File: src/rtl/idp_consts.svh
/*
 * constants of the identification page slave: select code, field
 * positions, erased values. assumes inclusion by idp_pkg and the slave.
 */
`ifndef IDP_CONSTS_SVH
`define IDP_CONSTS_SVH
`define IDP_DEV_TYPE 4'hb
`define IDP_PAGE_BYTES 64
`define IDP_OFS_W 6
`define IDP_LOCK_SEL_POS 2
`define IDP_LOCK_DATA_POS 1
`define IDP_ERASED 8'hff
`define IDP_WAFER_LAST 8'h22
`define IDP_BYTE_END 4'h8
`endif

File: src/rtl/idp_pkg.sv
/*
 * types of the identification page slave.
 * assumes idp_consts.svh sits beside it.
 */
`include "idp_consts.svh"
package idp_pkg;
    typedef enum logic [2:0] {
        ST_IDLE,
        ST_DEV,
        ST_AHI,
        ST_ALO,
        ST_WDAT,
        ST_RDAT
    } idp_state_t;
    typedef logic [`IDP_OFS_W-1:0] idp_ofs_t;
endpackage

File: src/rtl/idp_id_page.sv
/*
 * two-wire slave for the 64-byte identification page: page read, page
 * write, lock command and lock status probe.
 * assumes scl and sda arrive asynchronously and are sampled by clk_i,
 * scl far slower than clk_i; sda is open drain, resolved outside.
 */
// Summary of operation
// - a 64-byte identification page can be written and then locked until the next reset.
// - page access uses the random read sequence with device type 1011b.
// - upper address bits other than bit 10 (lock select) are ignored and the six low bits give the offset.
// - the probe data byte is acknowledged if unlocked, refused if locked.
// - a start clears the command logic and drops any pending write.
// - a stop after the aborted probe returns the slave to standby.
// - erased page bytes read as all ones.
// - on wafer delivery the last main array byte holds 22h.
// - a write cycle begins only on a decoded page write or lock command.
// - when locked every page write data byte is refused, page unchanged.
// - a page access loads the shared address counter with the offset.
`timescale 1ns/1ps
`include "idp_consts.svh"
module idp_id_page (
    input wire logic clk_i,
    input wire logic rstn_i,
    input wire logic scl_i,
    input wire logic sda_i,
    input wire logic [2:0] chip_en_i,
    output logic sda_o,
    output logic sda_oe_n_o,
    output logic id_locked_o,
    output logic wr_cycle_o,
    output idp_pkg::idp_ofs_t addr_o
);
    import idp_pkg::*;

    logic [1:0] scl_sy, sda_sy;
    logic [2:0] ce_a, ce_b;
    logic scl_d, sda_d;
    logic scl_rise, scl_fall, start_det, stop_det;
    idp_state_t st;
    logic [3:0] cnt;
    logic ack_phase;
    logic [7:0] shift, rdata;
    idp_ofs_t ofs;
    logic lock_sel, locked, lock_pend, wr_pend;
    logic [7:0] mem [0:`IDP_PAGE_BYTES-1];
    logic [7:0] stage [0:`IDP_PAGE_BYTES-1];
    logic [`IDP_PAGE_BYTES-1:0] stage_mask, prog_mask;
    logic byte_end, dev_ok, commit;

    // erased bytes show all ones; main array wafer value lives outside
    function automatic logic [7:0] page_byte(input idp_ofs_t o);
        page_byte = prog_mask[o] ? mem[o] : `IDP_ERASED;
    endfunction

    // pin synchronisers
    always_ff @(posedge clk_i or negedge rstn_i) begin
        if (!rstn_i) begin
            scl_sy <= 2'h3;
            sda_sy <= 2'h3;
            ce_a <= 3'h0;
            ce_b <= 3'h0;
            scl_d <= 1'b1;
            sda_d <= 1'b1;
        end else begin
            scl_sy <= {scl_sy[0], scl_i};
            sda_sy <= {sda_sy[0], sda_i};
            ce_a <= chip_en_i;
            ce_b <= ce_a;
            scl_d <= scl_sy[1];
            sda_d <= sda_sy[1];
        end
    end

    assign scl_rise = scl_sy[1] && !scl_d;
    assign scl_fall = !scl_sy[1] && scl_d;
    assign start_det = scl_sy[1] && scl_d && sda_d && !sda_sy[1];
    assign stop_det = scl_sy[1] && scl_d && !sda_d && sda_sy[1];
    assign byte_end = scl_fall && !ack_phase && cnt == `IDP_BYTE_END;
    assign dev_ok = shift[7:4] == `IDP_DEV_TYPE && shift[3:1] == ce_b;
    assign commit = stop_det && st == ST_WDAT && (wr_pend || lock_pend);

    // bit engine and command decoding
    always_ff @(posedge clk_i or negedge rstn_i) begin
        if (!rstn_i) begin
            st <= ST_IDLE;
            cnt <= 4'h0;
            ack_phase <= 1'b0;
            shift <= 8'h0;
            rdata <= 8'h0;
            ofs <= '0;
            lock_sel <= 1'b0;
            lock_pend <= 1'b0;
            wr_pend <= 1'b0;
            stage_mask <= '0;
            sda_oe_n_o <= 1'b1;
        end else if (start_det) begin
            st <= ST_DEV;
            cnt <= 4'h0;
            ack_phase <= 1'b0;
            lock_pend <= 1'b0;
            wr_pend <= 1'b0;
            stage_mask <= '0;
            sda_oe_n_o <= 1'b1;
        end else if (stop_det) begin
            st <= ST_IDLE;
            ack_phase <= 1'b0;
            lock_pend <= 1'b0;
            wr_pend <= 1'b0;
            stage_mask <= '0;
            sda_oe_n_o <= 1'b1;
        end else if (st == ST_IDLE) begin
            sda_oe_n_o <= 1'b1;
        end else if (scl_rise) begin
            if (!ack_phase && cnt < `IDP_BYTE_END) begin
                shift <= {shift[6:0], sda_sy[1]};
                cnt <= cnt + 4'h1;
            end else if (ack_phase && st == ST_RDAT && sda_oe_n_o) begin
                if (sda_sy[1]) begin
                    st <= ST_IDLE;
                end else begin
                    ofs <= ofs + 1'b1;
                    rdata <= page_byte(ofs + 1'b1);
                end
            end
        end else if (scl_fall) begin
            if (ack_phase) begin
                ack_phase <= 1'b0;
                cnt <= 4'h0;
                sda_oe_n_o <= (st == ST_RDAT) ? rdata[7] : 1'b1;
            end else if (cnt == `IDP_BYTE_END) begin
                ack_phase <= 1'b1;
                sda_oe_n_o <= 1'b1;
                case (st)
                    ST_DEV: begin
                        if (!dev_ok) begin
                            st <= ST_IDLE;
                        end else if (shift[0]) begin
                            st <= ST_RDAT;
                            rdata <= page_byte(ofs);
                            sda_oe_n_o <= 1'b0;
                        end else begin
                            st <= ST_AHI;
                            sda_oe_n_o <= 1'b0;
                        end
                    end
                    ST_AHI: begin
                        lock_sel <= shift[`IDP_LOCK_SEL_POS];
                        st <= ST_ALO;
                        sda_oe_n_o <= 1'b0;
                    end
                    ST_ALO: begin
                        ofs <= shift[`IDP_OFS_W-1:0];
                        st <= ST_WDAT;
                        sda_oe_n_o <= 1'b0;
                    end
                    ST_WDAT: begin
                        if (!locked) begin
                            sda_oe_n_o <= 1'b0;
                            if (lock_sel) begin
                                lock_pend <= shift[`IDP_LOCK_DATA_POS];
                            end else begin
                                stage_mask[ofs] <= 1'b1;
                                wr_pend <= 1'b1;
                                ofs <= ofs + 1'b1;
                            end
                        end
                    end
                    default: begin
                        sda_oe_n_o <= 1'b1;
                    end
                endcase
            end else if (st == ST_RDAT) begin
                sda_oe_n_o <= rdata[3'h7 - cnt[2:0]];
            end
        end
    end

    // staged write data, kept until the closing stop
    always_ff @(posedge clk_i) begin
        if (byte_end && st == ST_WDAT && !locked && !lock_sel) begin
            stage[ofs] <= shift;
        end
    end

    // page contents, updated only by a committed write cycle
    always_ff @(posedge clk_i) begin
        for (int i = 0; i < `IDP_PAGE_BYTES; i++) begin
            if (commit && !locked && stage_mask[i]) begin
                mem[i] <= stage[i];
            end
        end
    end

    always_ff @(posedge clk_i or negedge rstn_i) begin
        if (!rstn_i) begin
            prog_mask <= '0;
            locked <= 1'b0;
            wr_cycle_o <= 1'b0;
        end else begin
            wr_cycle_o <= commit;
            if (commit && !locked) begin
                prog_mask <= prog_mask | stage_mask;
                if (lock_pend) begin
                    locked <= 1'b1;
                end
            end
        end
    end

    always_ff @(posedge clk_i or negedge rstn_i) begin
        if (!rstn_i) begin
            sda_o <= 1'b0;
            id_locked_o <= 1'b0;
            addr_o <= '0;
        end else begin
            sda_o <= 1'b0;
            id_locked_o <= locked;
            addr_o <= ofs;
        end
    end
endmodule

File: config.mk
export PLATFORM = sky130hd
export DESIGN_NAME = idp_id_page
export DESIGN_NICKNAME = d
export VERILOG_FILES = /design/src/rtl/idp_pkg.sv /design/src/rtl/idp_id_page.sv
export VERILOG_INCLUDE_DIRS = /design/src /design/src/rtl
export SDC_FILE = /design/constraint.sdc
export NUM_CORES = 1
export LEC_CHECK = 0
export BUFFER_PORTS_ARGS = -buffer_cell sky130_fd_sc_hd__buf_2
export CORE_ASPECT_RATIO = 1.25
export CORE_MARGIN = 2
export CORE_UTILIZATION = 40
export DETAILED_ROUTE_END_ITERATION = 6
export PLACE_DENSITY = 0.55
export SLEW_MARGIN = 20
export SYNTH_ARGS = -nofsm -noshare
export SYNTH_HDL_FRONTEND = slang
export SYNTH_SLANG_ARGS = --single-unit
File: constraint.sdc
create_clock -name clk_i -period 3.95 [get_ports clk_i]
set_input_delay 0.79 -clock clk_i [delete_from_list [all_inputs] [get_ports clk_i]]
set_output_delay 0.79 -clock clk_i [all_outputs]
set_load 0.005 [all_outputs]
Word level (Yosys, flattened, before mapping). Memories as Yosys holds them, arrays and structs flattened. Index checks and enable logic that the tools add are counted.

Memories: 2. Register bits: 183. Input port bits: 7. Word-level logic and storage cells: 417. Output and inout bits: 10. Memory bits (writable): 1024.

Memories: mem (words 64, bits a word 8, read ports 2, clocked after Yosys merged registers in 0, write ports 64, RTL line idp_id_page.sv:45) `` logic [7:0] mem [0:`IDP_PAGE_BYTES-1]; ``; stage (words 64, bits a word 8, read ports 64, clocked after Yosys merged registers in 0, write ports 1, RTL line idp_id_page.sv:46) `` logic [7:0] stage [0:`IDP_PAGE_BYTES-1]; ``.

Multiplexer cells: 229. Equal/unequal tests: 27. Bitwise gates (word level): 7. Reduce and logical (&&, ||, !) cells: 122. $lt $le $gt $ge: 5. Add/subtract/negate cells: 3.

Operator list (number): $mux 64 (10); $mux 1 (172); $or 64x64->64 (2); $mux 8 (12); $logic_and 1x1->1 (84); $mux 6 (9); $mux 3 (12); $reduce_and 8->1 (4); $mux 4 (7); $reduce_and 12->1 (2); $reduce_bool 3->1 (7); $ne 3x3->1 const B (6); $lt 6x7->1 const B (2); $bmux 1 s6 (2); $pmux 6 s2 (1); $reduce_bool 4->1 (3); $reduce_bool 6->1 (2); $ne 2x2->1 const B (5); $reduce_and 5->1 (2); $reduce_bool 2->1 (5); $pmux 3 s3 (1); $eq 4x4->1 const B (2); $ne 4x1->1 const B (2); $ne 4x4->1 const B (2); 23 further kinds (37).

Logic depth before layout (Yosys ltp).
Depth after elaboration: 15. Gate-level depth with buffers: 13. Mapped depth without buffers: 9.

Worst setup path before layout. OpenSTA, ideal clock, no wires.

Kind: reg2reg. From: register ofs[0]. To: register rdata[1]. Slack: 1.044 ns. Data arrival time: 2.770 ns. Data required time: 3.814 ns. Stages on the path, launching flop included: 12. Buffers on the path: 4. Library setup time: 0.136 ns. Clock period less this slack: 2.906 ns. Path through: dfrtp_1 > ha_1 > buf_4 > buf_6 > buf_2 > buf_2 > mux4_2 > mux2i_1 > a32oi_1 > and3_1 > a31oi_1 > a21oi_1.

Cells in the longest elaborated chain, start to end: 10. Elaborated cells on any way between the ends: 18. Classes of those cells: 1 x add/sub; 16 x mux; 1 x memory.

Ends and longest elaborated chain: start, declared (RTL line idp_id_page.sv:43) `idp_ofs_t ofs;`; start signal, assigned (RTL line idp_id_page.sv:121) `ofs <= ofs + 1'b1;`; start signal, assigned (RTL line idp_id_page.sv:152) `` ofs <= shift[`IDP_OFS_W-1:0]; ``; start signal, assigned (RTL line idp_id_page.sv:164) `ofs <= ofs + 1'b1;`; branches (longest 9 deep; another with $add 6x1->6); $mux 8 * (RTL line idp_id_page.sv:113) `end else if (scl_rise) begin`; end signal, assigned (RTL line idp_id_page.sv:122) `rdata <= page_byte(ofs + 1'b1);`; end signal, assigned (RTL line idp_id_page.sv:139) `rdata <= page_byte(ofs);`; end, declared (RTL line idp_id_page.sv:42) `logic [7:0] shift, rdata;`.

Every way passes the cells marked *. The select of a mux whose other input is x is not followed. A chain may end at the register's enable or synchronous reset.

Final worst setup path.
From: register ofs[0]. To: register rdata[7].

The elaborated chain is that of the path after synthesis.

==> metrics.txt <==
outcome finished, violations left; violated checks setup timing; DR vias 28.1k; Slew Limit Fails 0; hold-fix buffers at CTS 0; final period utilization 103%; worst skew pair latency 0.75 ns; number of synthesized flops with an enable pin 1,024; Pleak 18.9 nW; initial core utilization 40.2%; share of layout cells above drive strength 1 25.1%; Yosys cell types 79; cell with the most instances after synthesis edfxtp_1; sequential area share after synthesis 73.6%; RePlAce Congestion 1.01; initial antenna violation count 7; Setup WS post-layout -0.114 ns; antenna-violating nets left 0; Crit path required time 4.55 ns; Synth Cell Area 48,000 um2; GRT overflow 0; die width 314 um; DRT Wirelength 159 mm; Syn Inst Count 2,756; drt first pass iters 6; Nets 2,965; cell types occupying the most area after synthesis edfxtp_1, dfrtp_1, mux4_2; Synth warnings 0; synth cell count leaders edfxtp_1, nor2_1, mux4_2; Top Metal Used met5; row cnt 142; crit path kind flip-flop to flip-flop; largest net degree at the start of global routing 70; maximum level of the CTS H-tree 3; asr flop ratio synth 15.2%; Total GRT Usage 26.0%; placed cell count 4,418; Clock transition at path regs 0.07 ns; max_cap viols 0; Buffers on Ports 15; Final Hold Viols 0; Peak VDD IR 0.000470 V; R2R setup slack -0.11 ns; Final Util 46.0%; WL/cell 34.4 um; met2 routed WL 75.3 mm; Die H 391 um; clk root buf clkbuf_16; CTS tree yes; skew final 0.0395 ns; core area 120,000 um2; cell area after layout 55,000 um2; cts bufs inserted 116; worst path arrival time 4.66 ns; Post-Syn Nets 2,768; Peak Freq 0.246 GHz; area grow syn2layout 14.4%; Clock Path Buffers 3; Reg2Reg Capture Point rdata[7]; post-synth top area share 64.0%; routed vias/inst 6.07; crit-path max FO 30; Post-DP HPWL 111 mm; vias in the first global route 28.0k; CP endpoint kind flip-flop; post-CTS setup buffers 0; fill count 10.2k; Synth Flop Type edfxtp_1; startpoint types flip-flop; RSZ-0062 raised after global routing no; Final Critical Period 4.06 ns; count of final setup violators 1; Slew headroom 17.7%; pwr/cell area 738 nW/um2; Worst R2R Start ofs[0]; DRT met1 WL 60.3 mm; synthesized flop and latch total 1,207; Worst Tran Pin Value 1.22 ns; Post-CTS Resized 0; FF-to-FF path depth 8; CTS sink cnt 1,207; syn_area_per_cell 17.4 um2; first-pass GRT wire length 223 mm; multi-input logic area 11,800 um2; Yosys top cell by area edfxtp_1; Iter 0 DRT Violations 3,793; IO Count 17; die area 123,000 um2; min-delay worst type primary input to async pin; Post-DP Area 51,200 um2; DR WL met3 12.7 mm; DR DRC count 0; Sequential Area 35,400 um2; fin cells 4,638
==> flip-flops by register name, summed over array words and instances (netlist names), 2 cells and up <==
| register | flops |
|---|---|
| ce_b | 3 |
| st | 3 |
| ofs | 6 |
| ce_a | 3 |
| sda_sy | 2 |
| scl_sy | 2 |
| rdata | 8 |
| mem | 512 |
| shift | 8 |
| prog_mask | 64 |
| stage_mask | 64 |
| addr_o | 6 |
| stage | 512 |
| cnt | 4 |
==> per-layer routing <==
| layer | up-vias | track usage [%] |
|---|---|---|
| met5 | - | 0 |
| met4 | 4 | 16.0 |
| met1 | 14600 | 33.4 |
| met3 | 424 | 4.00 |
| li1 | 11300 | - |
| met2 | 1720 | 41.8 |
==> layout make-up <==
| class | count | area share, % |
|---|---|---|
| Antenna cell | 3 | 0.0137 |
| Sequential cell | 1207 | 64.3 |
| Timing Repair Buffer | 245 | 3.61 |
| Clock inverter | 77 | 1.23 |
| Tap cell | 1584 | 3.61 |
| Multi-Input combinational cell | 1369 | 21.5 |
| Inverter | 14 | 0.0956 |
| Clock buffer | 139 | 5.57 |
==> cells by family after synthesis <==
kind of cell | synth area share (%)
other | 0.00781
AND/OR/NAND/NOR | 6.15
flip-flops | 73.6
XOR/XNOR | 0.164
buffers and inverters | 1.95
AO/OA/AOI/OAI | 6.09
multiplexers | 11.9
adder cells (fa/ha/maj) | 0.130
==> through the flow <==
stage / power (mW) / TNS, ns / setup WS, ns / hold slack [ns]
after floorplan: 23.0 / 0 / 1.04 / 0.331
after global placement: 29.5 / 0 / 0.240 / 0.346
after detailed placement: 29.5 / 0 / 0.161 / 0.343
after CTS: 40.5 / 0 / 0.154 / 0.00439
after global routing: 41.5 / 0 / 0.0647 / 0.0540
final: 40.6 / -0.114 / -0.114 / 0.0258
==> cell usage in the layout (no fill, tap or decap), drive strengths merged, types with 13 or more instances in the layout <==
| cell type | count |
|---|---|
| a31oi | 38 |
| o2bb2ai | 13 |
| edfxtp | 1024 |
| a221oi | 28 |
| a221o | 19 |
| nand2 | 141 |
| or2 | 66 |
| a211oi | 13 |
| a32oi | 16 |
| inv | 18 |
| clkinv | 53 |
| a22oi | 55 |
| a21oi | 112 |
| nand3 | 23 |
| o22ai | 13 |
| and2 | 72 |
| nor2 | 189 |
| o21ai | 39 |
| dfrtp | 176 |
| clkbuf | 139 |
| mux2 | 67 |
| mux2i | 93 |
| and3 | 20 |
| buf | 245 |
| mux4 | 180 |
| a22o | 15 |
| nor3 | 14 |
==> power breakdown <==
group          total (mW)  switching [mW]  internal, mW
registers            14.9           0.392          14.5
clock network        11.0            4.89          6.12
logic                14.6            9.38          5.23
total                40.6            14.7          25.9
==> how the worst max path moves through the flow <==
stage,from,endpoint,slack [ns]
after floorplan,ofs[0],rdata[1],1.04
after global placement,ofs[0],rdata[7],0.24
after detailed placement,ofs[0],rdata[7],0.16
after CTS,ofs[0],rdata[7],0.15
after global routing,cnt[0],stage[52][3],0.06
final,ofs[0],rdata[7],-0.11
==> worst max-delay path, stage by stage (launching register included) <==
cell	delay, ns
dfrtp_4	0.72
buf_4	0.45
mux2_2	0.41
a221oi_1	0.31
a21oi_1	0.09
o21ai_0	0.97
o221ai_1	0.45
nor4_1	0.40
a211oi_1	0.11
Power figures use the tool's default switching activity.
